`config.mk`:
```
export PLATFORM = sky130hd
export DESIGN_NAME = qti_top
export DESIGN_NICKNAME = d
export VERILOG_FILES = /design/src/core/qti_pkg.sv /design/src/core/qti_top.sv
export SDC_FILE = /design/constraint.sdc
export NUM_CORES = 1
export LEC_CHECK = 0
export BUFFER_PORTS_ARGS = -buffer_cell sky130_fd_sc_hd__buf_4
export CORE_UTILIZATION = 55
export CTS_CLUSTER_SIZE = 8
export DETAILED_ROUTE_END_ITERATION = 6
export HOLD_SLACK_MARGIN = 0.05
export PLACE_DENSITY = 0.69
export REMOVE_ABC_BUFFERS = 1
export SLEW_MARGIN = 20
export SYNTH_ARGS = -nofsm -noshare
export SYNTH_HDL_FRONTEND = slang
export SYNTH_SLANG_ARGS = --single-unit
export TNS_END_PERCENT = 20
```
`constraint.sdc`:
```
create_clock -name SYS_CLK_I -period 6.2 [get_ports SYS_CLK_I]
set_input_delay 0.31 -clock SYS_CLK_I [delete_from_list [all_inputs] [get_ports SYS_CLK_I]]
set_output_delay 0.31 -clock SYS_CLK_I [all_outputs]
set_load 0.01 [all_outputs]
```
`src/core/qti_pkg.sv`:
```
// Purpose: Shared constants of the quad timer interconnect block.
// Assumes: 32-bit register port, byte addresses on word boundaries.
// Notes:   Each timer owns a 32-byte window; system registers sit above them.
package qti_pkg;
    // Sizes.
    localparam int unsigned QTI_W     = 16;
    localparam int unsigned TMR_NUM   = 4;
    localparam int unsigned CH_MAX    = 3;
    localparam int unsigned ADDR_W    = 8;
    localparam int unsigned DATA_W    = 32;
    // Register offsets.
    localparam logic [4:0] OFS_CTL   = 5'h00;
    localparam logic [4:0] OFS_CNT   = 5'h04;
    localparam logic [4:0] OFS_PERIOD_COMPARE_REG  = 5'h08;
    localparam logic [4:0] OFS_CCR1  = 5'h0c;
    localparam logic [4:0] OFS_CCR2  = 5'h10;
    localparam logic [7:0] OFS_IR    = 8'h80;
    localparam logic [7:0] OFS_STAT  = 8'h84;
    localparam logic [7:0] OFS_CLR   = 8'h88;
    localparam logic [7:0] OFS_EN    = 8'h8c;
    // Timer control fields.
    localparam int unsigned CTL_MODE_LSB = 0;
    localparam int unsigned CTL_CLK_LSB  = 2;
    localparam int unsigned CTL_CH_LSB   = 4;
    localparam int unsigned CH_FIELD_W   = 5;
    localparam int unsigned CH_CAP       = 0;
    localparam int unsigned CH_SEL_LSB   = 1;
    localparam int unsigned CH_OMODE     = 3;
    localparam int unsigned CH_OBIT      = 4;
    localparam int unsigned CTL_W        = 19;
    // Count modes, clock sources and capture input selections.
    localparam logic [1:0] MODE_STOP = 2'h0;
    localparam logic [1:0] MODE_UP   = 2'h1;
    localparam logic [1:0] MODE_CONT = 2'h2;
    localparam logic [1:0] CLK_EXT   = 2'h0;
    localparam logic [1:0] CLK_AUX   = 2'h1;
    localparam logic [1:0] CLK_SUB   = 2'h2;
    localparam logic [1:0] SEL_A     = 2'h0;
    localparam logic [1:0] SEL_B     = 2'h1;
    localparam logic [1:0] SEL_GND   = 2'h2;
    localparam logic [1:0] SEL_VCC   = 2'h3;
    // Infrared control fields.
    localparam int unsigned IR_EN   = 0;
    localparam int unsigned IR_POL  = 1;
    localparam int unsigned IR_MODE = 2;
    localparam int unsigned IR_DSEL = 3;
    localparam int unsigned IR_DATA = 4;
    localparam int unsigned IR_W    = 5;
    // Event slots: channels in bits 0..2, overflow in bit 3 of each nibble.
    localparam int unsigned SLOT_W   = 4;
    localparam int unsigned SLOT_OVF = 3;
    localparam int unsigned STAT_W   = 16;
    // Reset values.
    localparam logic [CTL_W-1:0]  CTL_RST = 19'h00000;
    localparam logic [IR_W-1:0]   IR_RST  = 5'h00;
    localparam logic [STAT_W-1:0] EN_RST  = 16'h0000;
endpackage

```
`src/core/qti_top.sv`:
```
// Purpose: Four 16-bit timers with their internal wiring, infrared modulator,
//          register port and interrupt logic.
// Assumes: Count clocks and capture inputs are synchronous levels; a count
//          tick is a rising edge of the selected source.
// Notes:   Summary of operation follows.
`timescale 1ns/1ns

module qti_timer #(
    parameter int unsigned NCH = 3,
    parameter int unsigned W   = 16
) (
    // Clock and reset.
    input  wire logic                        clk_i,
    input  wire logic                        nrst_i,
    // Configuration, count sources and capture inputs.
    input  wire logic [qti_pkg::CTL_W-1:0]   ctl_i,
    input  wire logic [2:0]                  clk_src_i,
    input  wire logic [NCH-1:0]              cci_a_i,
    input  wire logic [NCH-1:0]              cci_b_i,
    // Software writes.
    input  wire logic                        cnt_wr_i,
    input  wire logic [NCH-1:0]              ccr_wr_i,
    input  wire logic [W-1:0]                wdata_i,
    // State and events.
    output logic      [W-1:0]                cnt_o,
    output logic      [NCH-1:0][W-1:0]       ccr_o,
    output logic      [NCH-1:0]              out_o,
    output logic                             ovf_o,
    output logic      [NCH-1:0]              ccev_o
);
    import qti_pkg::*;

    typedef struct packed {
        logic [W-1:0]          cnt;
        logic [NCH-1:0][W-1:0] ccr;
        logic [NCH-1:0]        out;
        logic [NCH-1:0]        cap_prev;
        logic                  tick_prev;
        logic                  ovf;
        logic [NCH-1:0]        ccev;
    } qti_tmr_t;

    qti_tmr_t q, d;

    // Only two or three channels are wired in this device.
    if (NCH < 2 || NCH > CH_MAX) begin : g_chk
        $error("qti_timer: NCH must be 2 or 3");
    end

    // Counter, compare and capture logic.
    always_comb begin
        logic [1:0]            mode;
        logic [1:0]            csel;
        logic                  src;
        logic                  tick;
        logic                  wrap;
        logic [W-1:0]          top;
        logic [CH_FIELD_W-1:0] fld;
        logic                  cin;
        // Every temporary starts from a known value, so no path can infer a latch.
        src = 1'b0;
        fld = '0;
        cin = 1'b0;
        tick = 1'b0;
        wrap = 1'b0;
        top = '0;
        mode = ctl_i[CTL_MODE_LSB +: 2];
        csel = ctl_i[CTL_CLK_LSB +: 2];
        d = q;
        d.ovf = 1'b0;
        d.ccev = '0;
        unique case (csel)
            CLK_EXT: src = clk_src_i[0];
            CLK_AUX: src = clk_src_i[1];
            CLK_SUB: src = clk_src_i[2];
            default: src = 1'b0;
        endcase
        d.tick_prev = src;
        tick = src && !q.tick_prev && (mode == MODE_UP || mode == MODE_CONT);
        // In up mode the period register bounds the count; >= keeps a lowered
        // period from letting the counter run to full scale.
        top = (mode == MODE_UP) ? q.ccr[0] : '1;
        wrap = tick && (q.cnt >= top);
        if (tick) begin
            d.cnt = wrap ? '0 : q.cnt + W'(1);
        end
        d.ovf = wrap;
        for (int i = 0; i < NCH; i++) begin
            fld = ctl_i[CTL_CH_LSB + CH_FIELD_W * i +: CH_FIELD_W];
            unique case (fld[CH_SEL_LSB +: 2])
                SEL_A:   cin = cci_a_i[i];
                SEL_B:   cin = cci_b_i[i];
                SEL_GND: cin = 1'b0;
                default: cin = 1'b1;
            endcase
            d.cap_prev[i] = cin;
            if (fld[CH_CAP]) begin
                if (cin && !q.cap_prev[i]) begin
                    d.ccr[i] = q.cnt;
                    d.ccev[i] = 1'b1;
                end
            end else begin
                if (tick && q.cnt == q.ccr[i]) begin
                    d.ccev[i] = 1'b1;
                    if (fld[CH_OMODE]) begin
                        d.out[i] = 1'b0;
                    end
                end
                // Reset/set PWM: wrap sets the output after any compare reset.
                if (fld[CH_OMODE] && wrap) begin
                    d.out[i] = 1'b1;
                end
            end
            if (!fld[CH_OMODE]) begin
                d.out[i] = fld[CH_OBIT];
            end
            if (ccr_wr_i[i]) begin
                d.ccr[i] = wdata_i;
            end
        end
        if (cnt_wr_i) begin
            d.cnt = '0;
        end
    end

    // State register.
    always_ff @(posedge clk_i or negedge nrst_i) begin
        if (!nrst_i) begin
            q <= '0;
        end else begin
            q <= d;
        end
    end

    assign cnt_o  = q.cnt;
    assign ccr_o  = q.ccr;
    assign out_o  = q.out;
    assign ovf_o  = q.ovf;
    assign ccev_o = q.ccev;
endmodule

module qti_top (
    // Clock and reset.
    input  wire logic                          SYS_CLK_I,
    input  wire logic                          NRST_I,
    // Register port.
    input  wire logic [qti_pkg::ADDR_W-1:0]    ADDR_I,
    input  wire logic [qti_pkg::DATA_W-1:0]    WDATA_I,
    input  wire logic                          WR_I,
    input  wire logic                          RD_I,
    output logic      [qti_pkg::DATA_W-1:0]    RDATA_O,
    // Count clock sources.
    input  wire logic                          EXT_TIMER_CLOCK0_I,
    input  wire logic                          EXT_TIMER_CLOCK1_I,
    input  wire logic                          AUX_CLOCK_I,
    input  wire logic                          SUB_MAIN_CLOCK_I,
    // Capture pins and internal sources.
    input  wire logic [1:0]                    T0_CAP_PIN_I,
    input  wire logic [1:0]                    T1_CAP_PIN_I,
    input  wire logic                          RTC_EVT_I,
    input  wire logic                          SERIAL_TX_DATA_I,
    // Pin and internal outputs.
    output logic      [1:0]                    T0_PWM_O,
    output logic      [1:0]                    T1_PWM_O,
    output logic                               ADC_TRIG_O,
    output logic                               SERIAL_TX_PIN_O,
    output logic                               IRQ_O
);
    import qti_pkg::*;

    typedef struct packed {
        logic [TMR_NUM-1:0][CTL_W-1:0] ctl;
        logic [IR_W-1:0]               ir;
        logic [STAT_W-1:0]             stat;
        logic [STAT_W-1:0]             en;
        logic [DATA_W-1:0]             rdata;
        logic                          irq;
        logic                          tx_pin;
    } qti_top_t;

    qti_top_t q, d;

    wire [TMR_NUM-1:0][CH_MAX-1:0][QTI_W-1:0] ccr_all;
    wire [TMR_NUM-1:0][QTI_W-1:0]             cnt_all;
    wire [TMR_NUM-1:0][CH_MAX-1:0]            out_all;
    wire [TMR_NUM-1:0][CH_MAX-1:0]            ccev_all;
    wire [TMR_NUM-1:0]                        ovf_all;
    wire [TMR_NUM-1:0][CH_MAX-1:0]            cci_a;
    wire [TMR_NUM-1:0][CH_MAX-1:0]            cci_b;
    wire [TMR_NUM-1:0]                        ext_clk;
    logic [TMR_NUM-1:0]                       cnt_wr;
    logic [TMR_NUM-1:0][CH_MAX-1:0]           ccr_wr;

    // Channel zero never sees a pin; the two-channel timers see no pin at all.
    assign cci_a[0] = {T0_CAP_PIN_I, 1'b0};
    assign cci_a[1] = {T1_CAP_PIN_I, 1'b0};
    assign cci_a[2] = 3'h0;
    assign cci_a[3] = 3'h0;
    assign cci_b[0] = {1'b0, RTC_EVT_I, 1'b0};
    assign cci_b[1] = out_all[0];
    assign cci_b[2] = 3'h0;
    assign cci_b[3] = {1'b0, out_all[2][1:0]};
    // External pin clocks reach only the three-channel timers.
    assign ext_clk  = {1'b0, 1'b0, EXT_TIMER_CLOCK1_I, EXT_TIMER_CLOCK0_I};

    // Four timers; instances 0 and 1 carry three channels, 2 and 3 carry two.
    for (genvar t = 0; t < TMR_NUM; t++) begin : g_tmr
        localparam int unsigned N = (t < 2) ? 3 : 2;
        qti_timer #(.NCH(N), .W(QTI_W)) u_tmr (
            .clk_i     (SYS_CLK_I),
            .nrst_i    (NRST_I),
            .ctl_i     (q.ctl[t]),
            .clk_src_i ({SUB_MAIN_CLOCK_I, AUX_CLOCK_I, ext_clk[t]}),
            .cci_a_i   (cci_a[t][N-1:0]),
            .cci_b_i   (cci_b[t][N-1:0]),
            .cnt_wr_i  (cnt_wr[t]),
            .ccr_wr_i  (ccr_wr[t][N-1:0]),
            .wdata_i   (WDATA_I[QTI_W-1:0]),
            .cnt_o     (cnt_all[t]),
            .ccr_o     (ccr_all[t][N-1:0]),
            .out_o     (out_all[t][N-1:0]),
            .ovf_o     (ovf_all[t]),
            .ccev_o    (ccev_all[t][N-1:0])
        );
        if (N < CH_MAX) begin : g_pad
            assign ccr_all[t][CH_MAX-1]  = '0;
            assign out_all[t][CH_MAX-1]  = 1'b0;
            assign ccev_all[t][CH_MAX-1] = 1'b0;
        end
    end

    // Write decode toward the timers.
    always_comb begin
        logic [1:0] tsel;
        logic [4:0] roff;
        tsel = ADDR_I[6:5];
        roff = ADDR_I[4:0];
        cnt_wr = '0;
        ccr_wr = '0;
        if (WR_I && !ADDR_I[7]) begin
            cnt_wr[tsel] = (roff == OFS_CNT);
            ccr_wr[tsel][0] = (roff == OFS_PERIOD_COMPARE_REG);
            ccr_wr[tsel][1] = (roff == OFS_CCR1);
            ccr_wr[tsel][2] = (roff == OFS_CCR2);
        end
    end

    // Registers, events, interrupt and infrared modulator.
    always_comb begin
        logic [1:0]        tsel;
        logic [4:0]        roff;
        logic [STAT_W-1:0] ev;
        logic [STAT_W-1:0] clr;
        logic              data;
        logic              mod;
        tsel = ADDR_I[6:5];
        roff = ADDR_I[4:0];
        data = 1'b0;
        mod = 1'b0;
        d = q;
        d.rdata = '0;
        clr = '0;
        ev = '0;
        for (int t = 0; t < TMR_NUM; t++) begin
            ev[SLOT_W * t +: SLOT_W] = {ovf_all[t], ccev_all[t]};
        end
        if (WR_I) begin
            if (!ADDR_I[7]) begin
                if (roff == OFS_CTL) begin
                    d.ctl[tsel] = WDATA_I[CTL_W-1:0];
                end
            end else begin
                unique case (ADDR_I)
                    OFS_IR:  d.ir = WDATA_I[IR_W-1:0];
                    OFS_CLR: clr = WDATA_I[STAT_W-1:0];
                    OFS_EN:  d.en = WDATA_I[STAT_W-1:0];
                    default: d.ir = q.ir;
                endcase
            end
        end
        // A new event beats a clear written in the same cycle.
        d.stat = (q.stat & ~clr) | ev;
        d.irq = |(d.stat & d.en);
        if (RD_I) begin
            if (!ADDR_I[7]) begin
                unique case (roff)
                    OFS_CTL:  d.rdata = DATA_W'(q.ctl[tsel]);
                    OFS_CNT:  d.rdata = DATA_W'(cnt_all[tsel]);
                    OFS_PERIOD_COMPARE_REG: d.rdata = DATA_W'(ccr_all[tsel][0]);
                    OFS_CCR1: d.rdata = DATA_W'(ccr_all[tsel][1]);
                    OFS_CCR2: d.rdata = DATA_W'(ccr_all[tsel][2]);
                    default:  d.rdata = '0;
                endcase
            end else begin
                unique case (ADDR_I)
                    OFS_IR:   d.rdata = DATA_W'(q.ir);
                    OFS_STAT: d.rdata = DATA_W'(q.stat);
                    OFS_EN:   d.rdata = DATA_W'(q.en);
                    default:  d.rdata = '0;
                endcase
            end
        end
        // Data comes from the serial line or the software bit; ASK gates the
        // timer 0 carrier, FSK picks between the timer 0 and timer 1 carriers.
        data = q.ir[IR_DSEL] ? q.ir[IR_DATA] : SERIAL_TX_DATA_I;
        data = data ^ q.ir[IR_POL];
        mod = q.ir[IR_MODE] ? (data ? out_all[0][2] : out_all[1][2])
                            : (data & out_all[0][2]);
        d.tx_pin = q.ir[IR_EN] ? mod : SERIAL_TX_DATA_I;
    end

    // State register.
    always_ff @(posedge SYS_CLK_I or negedge NRST_I) begin
        if (!NRST_I) begin
            q.ctl    <= {TMR_NUM{CTL_RST}};
            q.ir     <= IR_RST;
            q.stat   <= '0;
            q.en     <= EN_RST;
            q.rdata  <= '0;
            q.irq    <= 1'b0;
            q.tx_pin <= 1'b1;
        end else begin
            q <= d;
        end
    end

    assign RDATA_O         = q.rdata;
    assign T0_PWM_O        = out_all[0][2:1];
    assign T1_PWM_O        = out_all[1][2:1];
    assign ADC_TRIG_O      = out_all[1][1];
    assign SERIAL_TX_PIN_O = q.tx_pin;
    assign IRQ_O           = q.irq;
endmodule

```
# == Yosys cells after proc, flatten, opt, wreduce, memory -nomap -nowiden ==
# Cells that the tools add are included.
# op_classes
n_lt_le_gt_ge,6
n_eq_ne,68
n_shift,0
reduce_logical,124
n_bitwise,9
n_mul,0
n_mux,153
div_mod_pow,0
n_addsub,4
# ops
op,n
16-bit 2-to-1 mux,53
16-bit equality test,10
48-bit binary-select mux with 2-bit select,1
19-bit case mux with 5 select lines,1
76-bit bitwise mux,1
1-bit 2-to-1 mux,67
"16-bit by 1-bit adder with 16-bit output, second input constant",4
16-bit greater-or-equal comparator,4
32-bit 2-to-1 mux,2
48-bit 2-to-1 mux,1
16-bit case mux with 3 select lines,1
2-bit nonzero test,24
1-bit logical AND,41
19-bit binary-select mux with 2-bit select,1
19-bit demux with 2-bit select,1
19-bit 2-to-1 mux,2
"2-bit by 1-bit equality test with 1-bit output, second input constant",18
"2-bit equality test, second input constant",18
2-bit AND reduction,17
16-bit bitwise AND,2
16-bit binary-select mux with 2-bit select,1
"8-bit equality test, second input constant",4
12-bit bitwise mux,2
2-bit logical NOT,12
other kinds (29),76
# totals
memories,0
inputBits,54
latchBits,0
ff_bits,406
output_inout_bits,39
mem_bits_rw,0
word_cells,411
romBits,0

# == Depth between registers and ports, before layout ==
# logic_depth
word_depth,10
depth_mapped,13
ltp_nobuf,11

# == Modules after synthesis ==
# Synthesis repeated with hierarchy kept, for this count alone.
# unflattened
hier_cells,2624
hier_area_um2,26188.9
# modules_own_cells
module,n_inst,area_per_inst_um2,cells_each,seq_area_each_um2
qti_top,1,8045.2,643,3354.5
qti_timer at g_tmr[0].u_tmr,1,5162.5,557,1876.8
qti_timer at g_tmr[1].u_tmr,1,5054.8,551,1876.8
qti_timer at g_tmr[3].u_tmr,1,4017.6,445,1401.3
qti_timer at g_tmr[2].u_tmr,1,3908.7,428,1401.3

# == Worst setup path after synthesis ==
# No wires, ideal clock.
# synth_path
kind,register to register
start,reg q[71] (netlist name)
end,reg g_tmr[0].u_tmr.q (netlist bit g_tmr[0].u_tmr.cnt_o[10])
period_less_slack_ns,2.725
t_required_ns,6.068
stages_incl_launch_ff,13
setup_time_ns,0.132
t_arrival_ns,2.593
path_slack_ns,3.475
path_buffers,2
cell_sequence,dfrtp_1 -> ha_1 -> clkbuf_1 -> nor2b_1 -> ha_1 -> nand2_1 -> or3_1 -> o221ai_1 -> a221oi_1 -> o21a_1 -> o21ai_0 -> clkbuf_1 -> nor2_1
# synth_via
elab_chain_len,7
word_cells_on_any_way,11
cone_classes,order compare: 1; eq/ne: 2; mux: 4; reduce/logical: 4
# synth_rtl
element,line,text
start: declaration,qti_top.sv:181,"qti_top_t q, d;"
2-bit by 1-bit equality test with 1-bit output / 2-bit equality test (equally long branches),"qti_top.sv:79, qti_top.sv:82",
16-bit 2-to-1 mux / 1-bit logical OR (equally long branches),"qti_top.sv:82, qti_top.sv:79",
16-bit greater-or-equal comparator / 1-bit logical AND (equally long branches),"qti_top.sv:83, qti_top.sv:79",
1-bit logical AND,qti_top.sv:83,wrap = tick && (q.cnt >= top);
16-bit 2-to-1 mux,qti_top.sv:85,d.cnt = wrap ? '0 : q.cnt + W'(1);
16-bit 2-to-1 mux,qti_top.sv:84,if (tick) begin
16-bit 2-to-1 mux,qti_top.sv:121,if (cnt_wr_i) begin
end signal: assignment,qti_top.sv:129,q <= '0;
end signal: assignment,qti_top.sv:131,q <= d;
end: declaration,qti_top.sv:43,"qti_tmr_t q, d;"
# Parallel ways exist; a longest one is shown, timed or not. The select of a mux whose other input is x is not followed.
# A chain may end at the register's enable or synchronous reset.

# == Final worst setup path ==
# layout_path
start,reg q[72] (netlist name)
end,reg g_tmr[0].u_tmr.q (netlist bit g_tmr[0].u_tmr.cnt_o[9])
# The elaborated chain is that of the path after synthesis.

==> results.md <==
* Run status: finished clean
* Achievable frequency at 264 MHz
* Die W at ~210 um
* Max Slew Vio Count at 0
* Num CTS Buffers at between 50 and 60
* Final Hold Vio Count at 0
* Class of the most critical setup path: register to register
* R2R cell count at 11
* Min-Delay Path Class: input port to register
* Cell leakage power at around 0.011 uW
* Die area at ~44,000 sq um
* Post-cts sizing count at 0
* Reg2Reg Launch Point: q[72]$_DFFE_PN0P_
* Dpl hpwl at 58,200 um
* Count of cell types in the netlist at 70
* Post-layout min period at ~3.8 ns
* Final instance area at about 26,000 sq um
* Clk_lat worst skew at 0.62 ns
* Mean Syn Cell Area at around 10 sq um
* Setup TNS Final at 0 ns
* GRT overflow at 0
* Reg clk slew, reported paths at roughly 0.05 ns
* Sequential power share at 45.6%
* H-tree Lvls at 2
* Commonest cells after routing, fill and taps aside: dfrtp_1, nand2_1, nor2_1, mux2i_1, xnor2_1
* Layout net count at approximately 2,400
* Chip height at about 210 um
* Worst R2R End: g_tmr[0].u_tmr.cnt_o[9]$_DFFE_PN0P_
* Largest net degree at the start of global routing at around 190
* # setup viols final at 0
* Post-synth EDFFs at 0
* Sequential fraction of the synthesis area at a little over two fifths
* Vias per cell at 6.51
* Clk_skew at 0.0197 ns
* Power share of the clock group at a little over two fifths
* CP peak stage delay at approximately 0.63 ns
* Maximum vdd drop at between 200 and 250 uV
* Initial Util at between 50% and 60%
* Layout area overhead at 9.55%
* Post-synth top area share at a little over 40%
* Max cap viols at 0
* Switching part of the total power at between 20% and 30%
* Synth Flop Type: dfrtp_1
* Post-Route WL at roughly 84,000 um
* Rows at 75
* Req. time, crit path at roughly 6.7 ns
* DRT antenna net count at 0
* Critical Path Start: q[72]$_DFFE_PN0P_
* Vias in the first global route at 18,000
* WL/cell at around 29 um
* 1st-iter DRT viols at around 2,000
* Routability cong. at slightly above 1
* Post-CTS Setup Inserts at 0
* CP max stage cell: o21a_1
* CTS Buffer Depth at 3
* DR vias at 18,600
* Comb pwr share at between 10 and 15%
* Pwr Total at about 6400 uW
* Critical path cell sequence: inv_1, ha_1, nor2b_1, ha_1, a211o_1, a31oi_1, o221ai_1, a221oi_1, o21a_1, o21ai_1, nor2_1
* GRT Overall Usage at just under 40%
* Gate count after technology mapping at around 2,300
* Root Driver: clkbuf_16
* Largest area contributor in the netlist: dfrtp_1
* CTS sink count at 393
* Mapped cell area at 23,600 sq um
* Yosys warns at 0
* Layout cells sized above 1 at between 10% and 20%
* # IOs at 93
* Power per cell area at roughly 250 nW/um^2
* CP Launch Type: register
* Worst Setup EP: g_tmr[0].u_tmr.cnt_o[9]$_DFFE_PN0P_
* Max-slew headroom at around 22%
* Crit path max fanout at 16
* Hold WS at slightly above 0.09 ns
* Data arrival, critical path at ~4.3 ns
* Unrepaired setup endpoints after global routing: no
* DRT Pass-1 Iters at 6
* Worst path most repeated cell: ha_1
* Placeable Area at roughly 42,000 sq um
* Worst-Margin Slew at roughly 1.2 ns
* DRC at 0
* #FFs+latches synth at around 390
* Worst Setup End Kind: register
* Final core occ at 61.4%
* CTS tree: built
* Sw Pwr at roughly 1800 uW
* Commonest non-fill, non-tap cell in the layout: dfrtp_1
* Port buffer count at 66
* FF-to-FF setup slack at approximately 2.4 ns
* First-pass GRT wire length at around 120,000 um
* Placed inst area at about 24,000 sq um
* Async SR Flop Fraction at between 90% and 100%
* Initial antenna violation count at 4
* Synth top area cells: dfrtp_1, mux2i_1, mux4_2
* Crit share post-route at 61.0%
* Internal power at ~4600 uW
[cells by family after synthesis]
family / Yosys count / synth area share [%]
XOR/XNOR: 214 / 7.94
other: 1 / 0.0159
AO/OA/AOI/OAI: 361 / 8.89
AND/OR/NAND/NOR: 689 / 14.1
flip-flops: 393 / 41.7
multiplexers: 338 / 18.4
buffers and inverters: 260 / 4.84
adder cells (fa/ha/maj): 77 / 4.08
[worst min path at each step]
stage / from / to / cells past startpoint
6_report: AUX_CLOCK_I / g_tmr[3].u_tmr.q[3]$_DFF_PN0_ / 3
5_1_grt: RD_I / RDATA_O[1]$_DFF_PN0_ / 2
4_1_cts: RD_I / RDATA_O[13]$_DFF_PN0_ / 3
3_5_place_dp: NRST_I / g_tmr[0].u_tmr.cnt_o[11]$_DFFE_PN0P_ / 1
3_3_place_gp: NRST_I / g_tmr[0].u_tmr.cnt_o[14]$_DFFE_PN0P_ / 1
2_1_floorplan: NRST_I / IRQ_O$_DFF_PN0_ / 0
[per-layer routing]
metal  routed length [um]  global-route usage, %  up-vias
li1                     -                      -     8050
met5                   17                      0        -
met1                33200                   52.7     9239
met4                 5370                   22.1        2
met2                36600                   57.7     1015
met3                 8650                   8.49      282
[critical path, delay by kind of cell (launching register included)]
family / cells / cell delay, ns
adder cells (fa/ha/maj): 2 / 0.88
AND/OR/NAND/NOR: 2 / 0.43
buffers and inverters: 1 / 0.06
flip-flops: 1 / 0.39
AO/OA/AOI/OAI: 6 / 1.92
[stage by stage]
step,std cells,worst slack [ns]
6_report,2857,2.42
5_1_grt,2854,2.12
4_1_cts,2852,2.47
3_5_place_dp,2770,2.47
3_3_place_gp,2769,2.24
2_1_floorplan,2123,3.23
[registers in the layout, summed over array words and instances, names as in the netlist]
signal / count
g_tmr.u_tmr.ccr_o: 160
q: 113
g_tmr.u_tmr.cnt_o: 64
RDATA_O: 19
g_tmr.u_tmr.q: 14
g_tmr.u_tmr.ccev_o: 10
g_tmr.u_tmr.out_o: 7
g_tmr.u_tmr.ovf_o: 4
IRQ_O: 1
SERIAL_TX_PIN_O: 1
[what timing repair did]
| item | CTS | global route |
|---|---|---|
| endpoints found under the setup margin | 0 | 0 |
| endpoints found under the hold margin | 84 | 0 |
| hold buffers | 10 | 0 |
[Yosys cell counts (all sizes together), types with 9 or more instances]
cell    instances
clkbuf        156
nor2          177
mux4           67
inv            38
o21ai         132
and3           15
xnor2         150
and4            9
dfrtp         392
nand2         223
a22oi          30
buf            66
xor2           64
and2           11
a31oi          22
nor3           15
nand3          61
ha             77
nor4           17
nor2b          68
mux2           98
mux2i         173
nand4          47
a21oi         115
a21o           30
[area by class of cell]
type	instances	area [sq um]
clock buffers	69	1460
diodes	3	7.51
fillers	3470	16300
multi-input cells	1692	12700
inverters	38	143
repair buffers	120	977
flip-flops and latches	393	9840
clock inverters	3	32.5
well taps	539	674
[power by group through the flow]
stage                     Clock (uW)  Sequential [uW]  Combinational, uW
final                           2750             2930                740
after floorplan                    0             2880                387
after detailed placement           0             2960                716
after CTS                       2780             2920                723
after global routing            2870             2940                792
after global placement             0             2950                700
Note: power is estimated with default switching activity, not from simulation.
